### src/common/rxs_pkg.sv
// Purpose: Constants for the per-port receive status and counter latch block
// Assumes: Byte-wide parallel register port, 250 MHz system clock
// Notes: Offsets are within one port window
package rxs_pkg;
  // ****************************************
  // Register offsets
  // ****************************************
  localparam logic [11:0] RXS_SYNC_SEARCH_OFS = 12'h062;
  localparam logic [11:0] RXS_ERR_CFG_OFS = 12'h086;
  localparam logic [11:0] RXS_LATCH3_OFS = 12'h092;
  localparam logic [11:0] RXS_LATCH4_OFS = 12'h093;
  localparam logic [11:0] RXS_MASK3_OFS = 12'h0A2;
  localparam logic [11:0] RXS_MASK4_OFS = 12'h0A3;
  localparam logic [11:0] RXS_RT3_OFS = 12'h0B2;
  localparam logic [11:0] RXS_LCV_HI_OFS = 12'h050;
  localparam logic [11:0] RXS_LCV_LO_OFS = 12'h051;
  localparam logic [11:0] RXS_PORT_STRIDE = 12'h200;
  localparam int RXS_NUM_PORTS = 8;
  // ****************************************
  // Field positions
  // ****************************************
  localparam int RXS_CFG_VTYPE = 0;
  localparam int RXS_CFG_ACCUM = 3;
  localparam int RXS_CFG_UPSEL = 4;
  localparam int RXS_CFG_MANUAL = 5;
  localparam int RXS_CFG_MSRC = 6;
  localparam int RXS_CFG_SHARED = 7;
  localparam logic [7:0] RXS_CFG_WMASK = 8'hF9;
  localparam logic [7:0] RXS_MASK3_WMASK = 8'hBB;
  localparam logic [7:0] RXS_MASK4_WMASK = 8'hEF;
  localparam logic [7:0] RXS_RESET_VAL = 8'h00;
  // ****************************************
  // Timing
  // ****************************************
  localparam int RXS_CLK_MHZ = 250;
  localparam int RXS_CHAN_NS = 3906;
  localparam int RXS_CHAN_CYC = (RXS_CHAN_NS * RXS_CLK_MHZ) / 1000;
  localparam int RXS_FRAME_US = 125;
  localparam int RXS_MF_FRAMES = 16;
  localparam int RXS_SEC_FRAMES = 8000;
  localparam int RXS_E1_SHORT_FRAMES = 500;
  localparam int RXS_T1_SHORT_FRAMES = 336;
  localparam int RXS_CRC_SEARCH_FRAMES = 64;
  localparam int RXS_LCV_MAX = 65535;
endpackage : rxs_pkg

### src/common/rxs_evt_if.sv
// Purpose: Carries the per-port event strobes from the timing core
// Assumes: Single clock domain
// Notes: All strobes are one-cycle pulses
`timescale 1ns/10ps
interface rxs_evt_if;
  logic frame_tick;
  logic mf_tick;
  logic second_tick;
  logic short_tick;
  logic crc_timeout;
  modport src (output frame_tick, output mf_tick, output second_tick, output short_tick, output crc_timeout);
  modport dst (input frame_tick, input mf_tick, input second_tick, input short_tick, input crc_timeout);
endinterface : rxs_evt_if

### src/hdl/rxs_port.sv
// Purpose: Receive status, event latches and counter latch control, one port
// Assumes: Receive line inputs already resampled; rx_clk is a pin sampled here
// Notes: Instantiate once per port at base + n * 0x200
//   Address bits above the port window are ignored
//
// Overview of operation
// - Distant multiframe alarm after two set multiframes
// - Clock lost after one channel time idle
// - Link identified while signal detected
// - Rise and fall latches for three conditions
// - Mask bit one lets event interrupt
// - Three search flags in bits 0-2
// - Six-bit search counter, bit 1 hidden
// - Search counter clears on sync or disable
// - Multiframe event every 2 ms
// - Timer event at counter update interval
// - One-second event every second
// - Change-of-state event for enabled channels
// - Elastic store slip, empty, full events
// - Bit 3 selects timed or manual
// - Bit 4 selects second or short interval
// - Manual bit rise loads counts two clocks later
// - Bit 6 selects per-port or global latch
// - Bit 7 uses port 1 second reference
// - Count bipolar or code violations
// - Violation count saturates, ignores sync loss
// - Host write clears latched bit
// - Interrupt low while unmasked event set
`timescale 1ns/10ps
module rxs_port
  import rxs_pkg::*;
#(
  parameter int CHAN_CYC = RXS_CHAN_CYC,
  parameter int CSE_WIDTH = 32
)
(
  input wire logic mclk,
  input wire logic rstn,
  input wire logic [11:0] addr,
  input wire logic cs_n,
  input wire logic wr_n,
  input wire logic rd_n,
  input wire logic [7:0] wdata,
  output logic [7:0] rdata,
  input wire logic rx_clk,
  input wire logic frame_in,
  input wire logic ts16_f0_bit6,
  input wire logic link_id_in,
  input wire logic t1_mode,
  input wire logic crc4_enable,
  input wire logic hdb3_enable,
  input wire logic frame_align_searching,
  input wire logic cas_mf_searching,
  input wire logic crc_mf_searching,
  input wire logic crc_sync_ok,
  input wire logic cas_mf_boundary,
  input wire logic cas_enable,
  input wire logic [CSE_WIDTH-1:0] sig_change,
  input wire logic [CSE_WIDTH-1:0] change_state_enable,
  input wire logic slip_repeat,
  input wire logic slip_delete,
  input wire logic bpv_pulse,
  input wire logic hdb3_code_pulse,
  input wire logic cv_pulse,
  input wire logic global_counter_latch,
  input wire logic port1_second,
  output logic second_out,
  output logic counter_latch,
  output logic [15:0] lcv_count,
  output logic int_n
);
  rxs_evt_if evt ();

  logic [1:0] rck_sync_r, rck_sync_nxt;
  logic rck_prev_r, rck_prev_nxt;
  logic [12:0] idle_cnt_r, idle_cnt_nxt;
  logic rx_clock_lost_r, rx_clock_lost_nxt;
  logic distant_mf_alarm_r, distant_mf_alarm_nxt;
  logic [1:0] dma_run_r, dma_run_nxt;
  logic link_id_seen_r, link_id_seen_nxt;
  logic [2:0] cond_prev_r, cond_prev_nxt;
  logic [7:0] latch3_r, latch3_nxt;
  logic [7:0] latch4_r, latch4_nxt;
  logic [7:0] mask3_r, mask3_nxt;
  logic [7:0] mask4_r, mask4_nxt;
  logic [7:0] cfg_r, cfg_nxt;
  logic [5:0] crc_search_count_r, crc_search_count_nxt;
  logic manual_prev_r, manual_prev_nxt;
  logic glatch_prev_r, glatch_prev_nxt;
  logic [15:0] lcv_acc_r, lcv_acc_nxt;
  logic [15:0] lcv_hold_r, lcv_hold_nxt;
  logic latch_r, latch_nxt;
  logic [7:0] rdata_r, rdata_nxt;
  logic wr_prev_r, wr_prev_nxt;
  logic [2:0] cond_now;
  logic [7:0] rt3, sync_status, set3, set4;
  logic wr_stb, lcv_hit, manual_rise, timed_tick, latch_req;
  logic [11:0] local_ofs;

  // Saturating increment shared by the violation path
  function automatic logic [15:0] sat_inc(input logic [15:0] v);
    return (v == 16'(RXS_LCV_MAX)) ? v : v + 16'h0001;
  endfunction : sat_inc

  // Keeps only the offset inside one port window
  function automatic logic [11:0] port_ofs(input logic [11:0] a);
    return a & (RXS_PORT_STRIDE - 12'h001);
  endfunction : port_ofs

  rxs_timebase u_tb (
    .mclk(mclk),
    .rstn(rstn),
    .frame_in(frame_in),
    .t1_mode(t1_mode),
    .crc_searching(crc_mf_searching),
    .evt(evt.src)
  );

  // ****************************************
  // Address decode
  // ****************************************
  // Port select is decoded outside, so one copy serves every window
  assign local_ofs = port_ofs(addr);

  // ****************************************
  // Condition detectors
  // ****************************************
  // Receive clock is a pin: two flops before any edge logic
  always_comb begin
    rck_sync_nxt = {rck_sync_r[0], rx_clk};
    rck_prev_nxt = rck_sync_r[1];
    // Idle count parks at the limit so it never wraps back to zero
    if (rck_sync_r[1] != rck_prev_r) begin
      idle_cnt_nxt = 13'h0000;
    end else if (idle_cnt_r != 13'(CHAN_CYC)) begin
      idle_cnt_nxt = idle_cnt_r + 13'h0001;
    end else begin
      idle_cnt_nxt = idle_cnt_r;
    end
    rx_clock_lost_nxt = (idle_cnt_r == 13'(CHAN_CYC));
    // No signaling-mode gate on the alarm detector
    // Run count saturates at two; a clear multiframe restarts it
    dma_run_nxt = dma_run_r;
    distant_mf_alarm_nxt = distant_mf_alarm_r;
    if (evt.mf_tick || cas_mf_boundary) begin
      dma_run_nxt = ts16_f0_bit6 ? ((dma_run_r == 2'h2) ? 2'h2 : dma_run_r + 2'h1) : 2'h0;
      distant_mf_alarm_nxt = ts16_f0_bit6 && (dma_run_r != 2'h0);
    end
    link_id_seen_nxt = link_id_in;
  end

  // Registers only; next values come from the block above
  always_ff @(posedge mclk or negedge rstn) begin
    if (!rstn) begin
      rck_sync_r <= 2'h0;
      rck_prev_r <= 1'b0;
      idle_cnt_r <= 13'h0000;
      rx_clock_lost_r <= 1'b0;
      dma_run_r <= 2'h0;
      distant_mf_alarm_r <= 1'b0;
      link_id_seen_r <= 1'b0;
    end else begin
      rck_sync_r <= rck_sync_nxt;
      rck_prev_r <= rck_prev_nxt;
      idle_cnt_r <= idle_cnt_nxt;
      rx_clock_lost_r <= rx_clock_lost_nxt;
      dma_run_r <= dma_run_nxt;
      distant_mf_alarm_r <= distant_mf_alarm_nxt;
      link_id_seen_r <= link_id_seen_nxt;
    end
  end

  // ****************************************
  // Event sources and counter latch selection
  // ****************************************
  assign cond_now = {rx_clock_lost_r, link_id_seen_r, distant_mf_alarm_r};
  assign rt3 = {4'h0, rx_clock_lost_r, 1'b0, link_id_seen_r, distant_mf_alarm_r};
  // Skipping count bit 1 trades resolution for a longer reach
  assign sync_status = {crc_search_count_r[5:2], crc_search_count_r[0], crc_mf_searching,
                        cas_mf_searching, frame_align_searching};
  assign wr_stb = !cs_n && !wr_n && wr_prev_r;
  assign set3 = {cond_prev_r[2] & ~cond_now[2], 1'b0, cond_prev_r[1] & ~cond_now[1],
                 cond_prev_r[0] & ~cond_now[0], ~cond_prev_r[2] & cond_now[2], 1'b0,
                 ~cond_prev_r[1] & cond_now[1], ~cond_prev_r[0] & cond_now[0]};
  // Multiframe event falls back to the free 2 ms tick without CAS
  assign set4 = {slip_delete, slip_repeat, slip_repeat | slip_delete, 1'b0,
                 |(sig_change & change_state_enable),
                 evt.second_tick,
                 timed_tick,
                 cas_enable ? cas_mf_boundary : evt.mf_tick};
  assign manual_rise = cfg_r[RXS_CFG_MSRC] ? (global_counter_latch && !glatch_prev_r)
                                           : (cfg_r[RXS_CFG_MANUAL] && !manual_prev_r);
  assign timed_tick = cfg_r[RXS_CFG_SHARED] ? port1_second
                    : (cfg_r[RXS_CFG_UPSEL] ? evt.short_tick : evt.second_tick);
  assign latch_req = cfg_r[RXS_CFG_ACCUM] ? manual_rise : timed_tick;
  // Code violations are counted only when selected; bipolar violations otherwise
  assign lcv_hit = cfg_r[RXS_CFG_VTYPE] ? cv_pulse : (bpv_pulse && !(hdb3_enable && hdb3_code_pulse));

  // ****************************************
  // Register file and latched status
  // ****************************************
  always_comb begin
    wr_prev_nxt = cs_n || wr_n;
    cond_prev_nxt = cond_now;
    manual_prev_nxt = cfg_r[RXS_CFG_MANUAL];
    glatch_prev_nxt = global_counter_latch;
    latch3_nxt = latch3_r;
    latch4_nxt = latch4_r;
    mask3_nxt = mask3_r;
    mask4_nxt = mask4_r;
    cfg_nxt = cfg_r;
    // Unmapped write offsets change nothing
    if (wr_stb) begin
      unique case (local_ofs)
        RXS_LATCH3_OFS: latch3_nxt = latch3_r & ~wdata;
        RXS_LATCH4_OFS: latch4_nxt = latch4_r & ~wdata;
        RXS_MASK3_OFS: mask3_nxt = wdata & RXS_MASK3_WMASK;
        RXS_MASK4_OFS: mask4_nxt = wdata & RXS_MASK4_WMASK;
        RXS_ERR_CFG_OFS: cfg_nxt = wdata & RXS_CFG_WMASK;
        default: cfg_nxt = cfg_r;
      endcase
    end
    // New events win over a clear in the same cycle
    latch3_nxt = latch3_nxt | set3;
    latch4_nxt = latch4_nxt | set4;
    crc_search_count_nxt = crc_search_count_r;
    if (crc_sync_ok || !crc4_enable) begin
      crc_search_count_nxt = 6'h00;
    end else if (evt.crc_timeout) begin
      crc_search_count_nxt = crc_search_count_r + 6'h01;
    end
    // Counts in all sync states; snapshot resets the accumulator
    latch_nxt = latch_req;
    lcv_hold_nxt = latch_r ? lcv_acc_r : lcv_hold_r;
    if (latch_r) begin
      lcv_acc_nxt = {15'h0000, lcv_hit};
    end else begin
      lcv_acc_nxt = lcv_hit ? sat_inc(lcv_acc_r) : lcv_acc_r;
    end
    // Unselected reads return zero; data lands one cycle later
    rdata_nxt = RXS_RESET_VAL;
    if (!cs_n && !rd_n) begin
      unique case (local_ofs)
        RXS_SYNC_SEARCH_OFS: rdata_nxt = sync_status;
        RXS_ERR_CFG_OFS: rdata_nxt = cfg_r;
        RXS_LATCH3_OFS: rdata_nxt = latch3_r;
        RXS_LATCH4_OFS: rdata_nxt = latch4_r;
        RXS_MASK3_OFS: rdata_nxt = mask3_r;
        RXS_MASK4_OFS: rdata_nxt = mask4_r;
        RXS_RT3_OFS: rdata_nxt = rt3;
        RXS_LCV_HI_OFS: rdata_nxt = lcv_hold_r[15:8];
        RXS_LCV_LO_OFS: rdata_nxt = lcv_hold_r[7:0];
        default: rdata_nxt = RXS_RESET_VAL;
      endcase
    end
  end

  // Write edge tracker resets high so the first strobe after reset is taken
  always_ff @(posedge mclk or negedge rstn) begin
    if (!rstn) begin
      wr_prev_r <= 1'b1;
      cond_prev_r <= 3'h0;
      manual_prev_r <= 1'b0;
      glatch_prev_r <= 1'b0;
      latch3_r <= RXS_RESET_VAL;
      latch4_r <= RXS_RESET_VAL;
      mask3_r <= RXS_RESET_VAL;
      mask4_r <= RXS_RESET_VAL;
      cfg_r <= RXS_RESET_VAL;
      crc_search_count_r <= 6'h00;
      latch_r <= 1'b0;
      lcv_hold_r <= 16'h0000;
      lcv_acc_r <= 16'h0000;
      rdata_r <= RXS_RESET_VAL;
    end else begin
      wr_prev_r <= wr_prev_nxt;
      cond_prev_r <= cond_prev_nxt;
      manual_prev_r <= manual_prev_nxt;
      glatch_prev_r <= glatch_prev_nxt;
      latch3_r <= latch3_nxt;
      latch4_r <= latch4_nxt;
      mask3_r <= mask3_nxt;
      mask4_r <= mask4_nxt;
      cfg_r <= cfg_nxt;
      crc_search_count_r <= crc_search_count_nxt;
      latch_r <= latch_nxt;
      lcv_hold_r <= lcv_hold_nxt;
      lcv_acc_r <= lcv_acc_nxt;
      rdata_r <= rdata_nxt;
    end
  end

  // ****************************************
  // Outputs
  // ****************************************
  assign rdata = rdata_r;
  assign second_out = evt.second_tick;
  assign counter_latch = latch_r;
  assign lcv_count = lcv_hold_r;
  // Interrupt built from flops only, so bus activity cannot glitch it
  assign int_n = !(|(latch3_r & mask3_r) || |(latch4_r & mask4_r));
endmodule : rxs_port

### src/hdl/rxs_timebase.sv
// Purpose: Frame-derived timers for one port
// Assumes: Frame strobe comes from the receive clock via the main module
// Notes: CRC search timer only runs while searching
`timescale 1ns/10ps
module rxs_timebase
  import rxs_pkg::*;
(
  input wire logic mclk,
  input wire logic rstn,
  input wire logic frame_in,
  input wire logic t1_mode,
  input wire logic crc_searching,
  rxs_evt_if.src evt
);
  logic [3:0] mf_cnt_r, mf_cnt_nxt;
  logic [12:0] sec_cnt_r, sec_cnt_nxt;
  logic [8:0] sh_cnt_r, sh_cnt_nxt;
  logic [5:0] crc_cnt_r, crc_cnt_nxt;
  logic [8:0] sh_last;

  // ****************************************
  // Counters
  // ****************************************
  // Short interval length depends on line standard
  always_comb begin
    sh_last = t1_mode ? 9'(RXS_T1_SHORT_FRAMES - 1) : 9'(RXS_E1_SHORT_FRAMES - 1);
    mf_cnt_nxt = mf_cnt_r;
    sec_cnt_nxt = sec_cnt_r;
    sh_cnt_nxt = sh_cnt_r;
    crc_cnt_nxt = crc_searching ? crc_cnt_r : 6'h00;
    if (frame_in) begin
      mf_cnt_nxt = mf_cnt_r + 4'h1;
      sec_cnt_nxt = (sec_cnt_r == 13'(RXS_SEC_FRAMES - 1)) ? 13'h0000 : sec_cnt_r + 13'h0001;
      sh_cnt_nxt = (sh_cnt_r >= sh_last) ? 9'h000 : sh_cnt_r + 9'h001;
      if (crc_searching) begin
        crc_cnt_nxt = crc_cnt_r + 6'h01;
      end
    end
  end

  always_ff @(posedge mclk or negedge rstn) begin
    if (!rstn) begin
      mf_cnt_r <= 4'h0;
      sec_cnt_r <= 13'h0000;
      sh_cnt_r <= 9'h000;
      crc_cnt_r <= 6'h00;
    end else begin
      mf_cnt_r <= mf_cnt_nxt;
      sec_cnt_r <= sec_cnt_nxt;
      sh_cnt_r <= sh_cnt_nxt;
      crc_cnt_r <= crc_cnt_nxt;
    end
  end

  // Arbitrary 2 ms boundary when no CAS alignment is present
  assign evt.frame_tick = frame_in;
  assign evt.mf_tick = frame_in && (mf_cnt_r == 4'(RXS_MF_FRAMES - 1));
  assign evt.second_tick = frame_in && (sec_cnt_r == 13'(RXS_SEC_FRAMES - 1));
  assign evt.short_tick = frame_in && (sh_cnt_r >= sh_last);
  assign evt.crc_timeout = frame_in && crc_searching && (crc_cnt_r == 6'(RXS_CRC_SEARCH_FRAMES - 1));
endmodule : rxs_timebase

### config.mk
export PLATFORM = sky130hd
export DESIGN_NAME = rxs_port
export DESIGN_NICKNAME = d
export VERILOG_FILES = /design/src/common/rxs_pkg.sv /design/src/common/rxs_evt_if.sv /design/src/hdl/rxs_port.sv /design/src/hdl/rxs_timebase.sv
export SDC_FILE = /design/constraint.sdc
export NUM_CORES = 1
export LEC_CHECK = 0
export ABC_AREA = 1
export BUFFER_PORTS_ARGS = -buffer_cell sky130_fd_sc_hd__buf_2
export CAP_MARGIN = 20
export CORE_ASPECT_RATIO = 0.6
export CORE_UTILIZATION = 35
export DETAILED_ROUTE_END_ITERATION = 16
export GPL_TIMING_DRIVEN = 0
export PLACE_DENSITY = 0.55
export SYNTH_ARGS = -nofsm -noshare
export SYNTH_HDL_FRONTEND = slang
export SYNTH_SLANG_ARGS = --single-unit
export TNS_END_PERCENT = 30
### constraint.sdc
create_clock -name mclk -period 1.98 [get_ports mclk]
set_clock_uncertainty 0.05 [all_clocks]
set_input_delay 0.396 -clock mclk [delete_from_list [all_inputs] [get_ports mclk]]
set_output_delay 0.396 -clock mclk [all_outputs]
set_load 0.01 [all_outputs]
* Word level (Yosys, flattened, before mapping)
Cells that the tools add are included.
Widths: inputs -> output; s select.
** Word-level totals
- Register bits after elaboration :: 141
- Input port bits :: 109
** Cells by class
- $add $sub $neg :: 8
- $lt $le $gt $ge :: 1
- Equality and inequality tests :: 18
- Mux-type cells :: 27
- Bitwise logic cells :: 21
- Reductions and logical operators :: 36
** Operators with widths (number)
- $pmux 8 s9 :: 1
- $eq 9x8->1 const B :: 6
- $mux 16 :: 3
- $mux 8 :: 6
- $mux 13 :: 3
- $and 32x32->32 :: 1
- $and 8x8->8 :: 4
- $reduce_or 32->1 :: 1
- $mux 6 :: 5
- $eq 9x7->1 const B :: 3
- $add 13x1->13 const B :: 2
- $add 16x1->16 const B :: 1
- $eq 16x16->1 const B :: 1
- $or 8x8->8 :: 2
- $reduce_or 8->1 :: 2
- $eq 13x10->1 const B :: 1
- $eq 13x13->1 const B :: 1
- $logic_and 1x1->1 :: 13
- $ne 13x10->1 const B :: 1
- $add 6x1->6 const B :: 2
- $add 9x1->9 const B :: 1
- $ge 9x9->1 :: 1
- $mux 9 :: 1
- $logic_not 1->1 :: 8
- 16 further kinds :: 41

* Depth between registers and ports, before layout
- Word-level depth :: 6
- Gate-level depth with buffers :: 14
- Depth with buffers taken out :: 14

* Hierarchy
Synthesis repeated with hierarchy kept, for this count alone.
** Second synthesis, totals
- Cell total of the unflattened synthesis :: 999
- Area total of the unflattened synthesis :: 7673.6 sq um
** Modules (own cells, without submodules)
- rxs_port :: times used 1, cells an instance 760, area each 5764.3 sq um
- rxs_timebase :: times used 1, cells an instance 239, area each 1909.3 sq um

* Worst setup path after synthesis
OpenSTA, ideal clock, no wires.
- Kind :: flip-flop to output port
- Start point :: register u_tb.sec_cnt_r[0]
- End point :: output second_out
- Data arrival time :: 1.118 ns
- Data required time :: 1.534 ns
- Path slack :: 0.416 ns
- Cell stages (with the launch flop) :: 6
- Cell sequence :: dfrtp_1 > ha_1 > nand3_1 > nor3_2 > nand2_1 > inv_1
** Between the ends
- Word-level cells in the longest chain between the ends :: 2
** Ends and longest elaborated chain
- from (decl) :: RTL line rxs_timebase.sv:16 : logic [12:0] sec_cnt_r, sec_cnt_nxt;
- from (signal assigned) :: RTL line rxs_timebase.sv:49 : sec_cnt_r <= sec_cnt_nxt;
- $eq 13x13->1 :: RTL line rxs_timebase.sv:58 : assign evt.second_tick = frame_in && (sec_cnt_r == 13'(RXS_SEC_FRAMES - 1));
- $logic_and 1x1->1 :: RTL line rxs_timebase.sv:58
- to (decl) :: RTL line rxs_port.sv:67 : output logic second_out,
Every way passes these cells.

* Worst setup path in the final report
- Start point :: register mask3_r[4]
- End point :: output int_n
** Between the ends
- Word-level cells in the longest chain between the ends :: 4
** Ends and longest elaborated chain
- from (decl) :: RTL line rxs_port.sv:84 : logic [7:0] mask3_r, mask3_nxt;
- from (signal assigned) :: RTL line rxs_port.sv:282 : mask3_r <= mask3_nxt;
- $and 8x8->8 :: RTL line rxs_port.sv:301 : assign int_n = !(|(latch3_r & mask3_r) || |(latch4_r & mask4_r));
- $reduce_or 8->1 :: RTL line rxs_port.sv:301
- $logic_or 1x1->1 :: RTL line rxs_port.sv:301
- $logic_not 1->1 :: RTL line rxs_port.sv:301
- to (decl) :: RTL line rxs_port.sv:70 : output logic int_n
Every way passes these cells.

==> flow_metrics.env <==
export IMPL_required_ns=1.53
export IMPL_hold_violations=0
export IMPL_clock_latency_ns=0.43
export IMPL_holdCritPathClass="in -> reg"
export IMPL_grt_pass1_vias=6227
export IMPL_setup_tns_ns=-0.09590
export IMPL_yosysTopAreaCell="dfrtp_1"
export IMPL_drive_gt1_share_pct=23.22
export IMPL_rows=40
export IMPL_ant_nets=0
export IMPL_ys_top_cells_by_count="nand2_1, dfrtp_1, inv_1, nor2_1, nand3_1"
export IMPL_cts_sinks=141
export IMPL_outcome="finished with violations"
export IMPL_root_buffer="clkbuf_16"
export IMPL_cts_max_path_buffers=2
export IMPL_cap_violations=0
export IMPL_synth_seq_cells=141
export IMPL_syn_to_final_growth_pct=25.03
export IMPL_grt_pass1_wl_microns=34240
export IMPL_power_leakage_uw=0.004532
export IMPL_fp_dieW_microns=190.1
export IMPL_grt_overflow_total=0
export IMPL_power_density_mw_per_mm2=883.3
export IMPL_ff2ff_setup_slack_ns=0.18
export IMPL_place_gp_congestion=0.8855
export IMPL_start_util_pct=36.40
export IMPL_min_period_ns=2.076
export IMPL_clk_pin_slew_ns=0.06
export IMPL_peakVddDrop_mv=0.5002
export IMPL_syn_instance_count=932
export IMPL_violations="negative setup slack"
export IMPL_hold_end="rck_sync_r[0]"
export IMPL_initialDrtViolationCount=615
export IMPL_syn_num_nets=1056
export IMPL_ys_flop_type="dfrtp_1"
export IMPL_synth_area_sq_mm=0.007432
export IMPL_maxSlewHeadroom_pct=54.66
export IMPL_wl_met1_microns=11630
export IMPL_worst_endpoint_arrival_ns=1.63
export IMPL_synth_top_cell_area_share_pct=47.14
export IMPL_rsz0062_at_grt="true"
export IMPL_die_y_microns=114.9
export IMPL_dr_pass1_iters=5
export IMPL_timing_rr_end="counter_latch"
export IMPL_cp_end_kind="primary output"
export IMPL_antennaDiodeCount=0
export IMPL_fill_cells=2081
export IMPL_slew_viol_final=0
export IMPL_yosys_warnings=0
export IMPL_cp_max_fo=2
export IMPL_io_pins=136
export IMPL_drc=0
export IMPL_dp_slack_ns=-0.1218
export IMPL_hp_start="rx_clk"
export IMPL_yosysMostFrequentCell="nand2_1"
export IMPL_wl_per_cell_microns=15.67
export IMPL_highest_layer="met4"
export IMPL_async_flop_share_pct=100.0
export IMPL_wl_met2_microns=8140
export IMPL_wl_met3_microns=1701
export IMPL_r2r_start="u_tb.sh_cnt_r[7]"
export IMPL_grt_total_usage_pct=20.89
export IMPL_finalCritPeriodShare_pct=104.8
export IMPL_hold_depth=1
export IMPL_viasPerCell=4.931
export IMPL_avgSynthCellArea_sq_um=7.974
export IMPL_place_port_buffers=131
export IMPL_fp_coreArea_sq_mm=0.02042
export IMPL_worst_slew_pin_transition_ns=0.6752
export IMPL_htree_levels=4
export IMPL_layout_setup_ws_ns=-0.09590
export IMPL_whs_ns=0.02182
export IMPL_via_count=6825
export IMPL_synth_area_leaders="dfrtp_1, nand2_1, inv_1"
export IMPL_routed_wl_microns=21680
export IMPL_yosysSeqAreaShare_pct=47.49
export IMPL_nets=1222
export IMPL_path_class="reg -> out"
export IMPL_ys_types=49
export IMPL_clock_fmax_mhz=481.7
export IMPL_setup_viol=1
export IMPL_startpoint_type="register"
export IMPL_antenna_found_initial=0
export IMPL_place_hpwl_microns=16600
export IMPL_cts_tree="yes"
export IMPL_numCtsBuffers=17
export IMPL_dieArea_sq_mm=0.02184
export IMPL_grt_max_degree=87
export IMPL_reg2reg_depth=11
export IMPL_synth_edf_count=0
[worst max path at each step]
stage,start,to,slack [ns],depth (start not counted)
6_report,mask3_r[4],int_n,-0.1,6
5_1_grt,mask3_r[4],int_n,-0.18,6
4_1_cts,mask3_r[4],int_n,-0.12,6
3_5_place_dp,frame_in,second_out,-0.12,7
3_3_place_gp,rstn,rck_sync_r[0],-1.71,1
2_1_floorplan,u_tb.sec_cnt_r[0],second_out,0.42,5
[layer usage]
layer,GRT usage [%],up-vias
li1,-,3404
met4,4.785,0
met1,33.05,3146
met5,0,-
met2,27.42,256
met3,5.556,19
[power breakdown]
| part | switching, uW | internal [uW] |
|---|---|---|
| Combinational | 756 | 523 |
| Sequential | 324 | 3200 |
| Clock | 1270 | 2140 |
[metrics by stage]
stage	utilization [%]	power [uW]	std cells	instance area [sq um]
6_report	45.51	8208	1384	9293
5_1_grt	45.51	8673	1384	9293
4_1_cts	44.94	8221	1378	9178
3_5_place_dp	41.45	4764	1337	8463
3_3_place_gp	41.28	4726	1336	8429
2_1_floorplan	-	4275	932	7432
[layout make-up]
class                   count  area, sq um  area share, %
multi-input cells         660         3472          37.36
clock buffers              21        450.4          4.847
inverters                 120        460.4          4.955
clock inverters            11        165.2          1.777
plain buffers              10        50.05         0.5386
well taps                 273        341.6          3.676
repair buffers            148        818.3          8.806
flip-flops and latches    141         3535          38.04
[layout by cell type (no fill, tap or decap), types with 3 or more instances in the layout]
master     netlist  routed
nand3_4          1       3
o21ai_2         11      11
a31oi_1          3       3
a221oi_1        10       8
dfrtp_2          0       4
nand2_4          3       3
nor2_1          79      77
o211ai_1         3       3
nand4_1         29      29
buf_2            2     130
nor3b_1          3       3
nor3_2           5       5
o21ai_1         31      31
nand2_2          6       7
clkbuf_16        0      17
clkbuf_1         6       9
buf_4            3      18
nand3_1         65      64
nor3_1          28      27
xnor2_1          3       3
nand2_1        248     246
bufinv_16        0       4
o21ai_0         45      45
inv_2           13      13
inv_1          105     104
ha_1            15      13
clkinv_2         0       4
a21oi_1         30      30
xor2_1           8       8
nor2_4           8       8
dfrtp_1        140     136
nor2_2           5       7
[worst max-delay path: stages (launching register included)]
cell,delay [ns]
dfrtp_2,0.43
nand2_1,0.07
nand2_1,0.06
a221oi_2,0.19
nand4_1,0.13
nor2_2,0.16
buf_2,0.16
[logic make-up after synthesis]
family | synth area share (%)
XOR/XNOR | 1.296
AND/OR/NAND/NOR | 30.56
buffers and inverters | 6.902
AO/OA/AOI/OAI | 11.08
adder cells (fa/ha/maj) | 2.525
multiplexers | 0.1515
flip-flops | 47.49
[flip-flops by register name (all words and copies together), names as in the netlist, 3 cells and up]
register            cells
cond_prev_r             3
rdata                   8
latch4_r                8
u_tb.crc_cnt_r          6
mask4_r                 7
mask3_r                 6
lcv_acc_r              16
lcv_count              16
cfg_r                   6
u_tb.sh_cnt_r           9
u_tb.mf_cnt_r           4
u_tb.sec_cnt_r         13
crc_search_count_r      6
idle_cnt_r             13
latch3_r                8
[repair_timing]
| action | CTS | global route |
|---|---|---|
| hold endpoints to repair | 54 | 0 |
| endpoints found under the setup margin | 2 | 10 |
| pin swaps | 4 | 8 |
| gates resized for setup | 9 | 14 |
| buffers inserted | 8 | 7 |
| hold buffers | 1 | 0 |
Power figures use the tool's default switching activity.
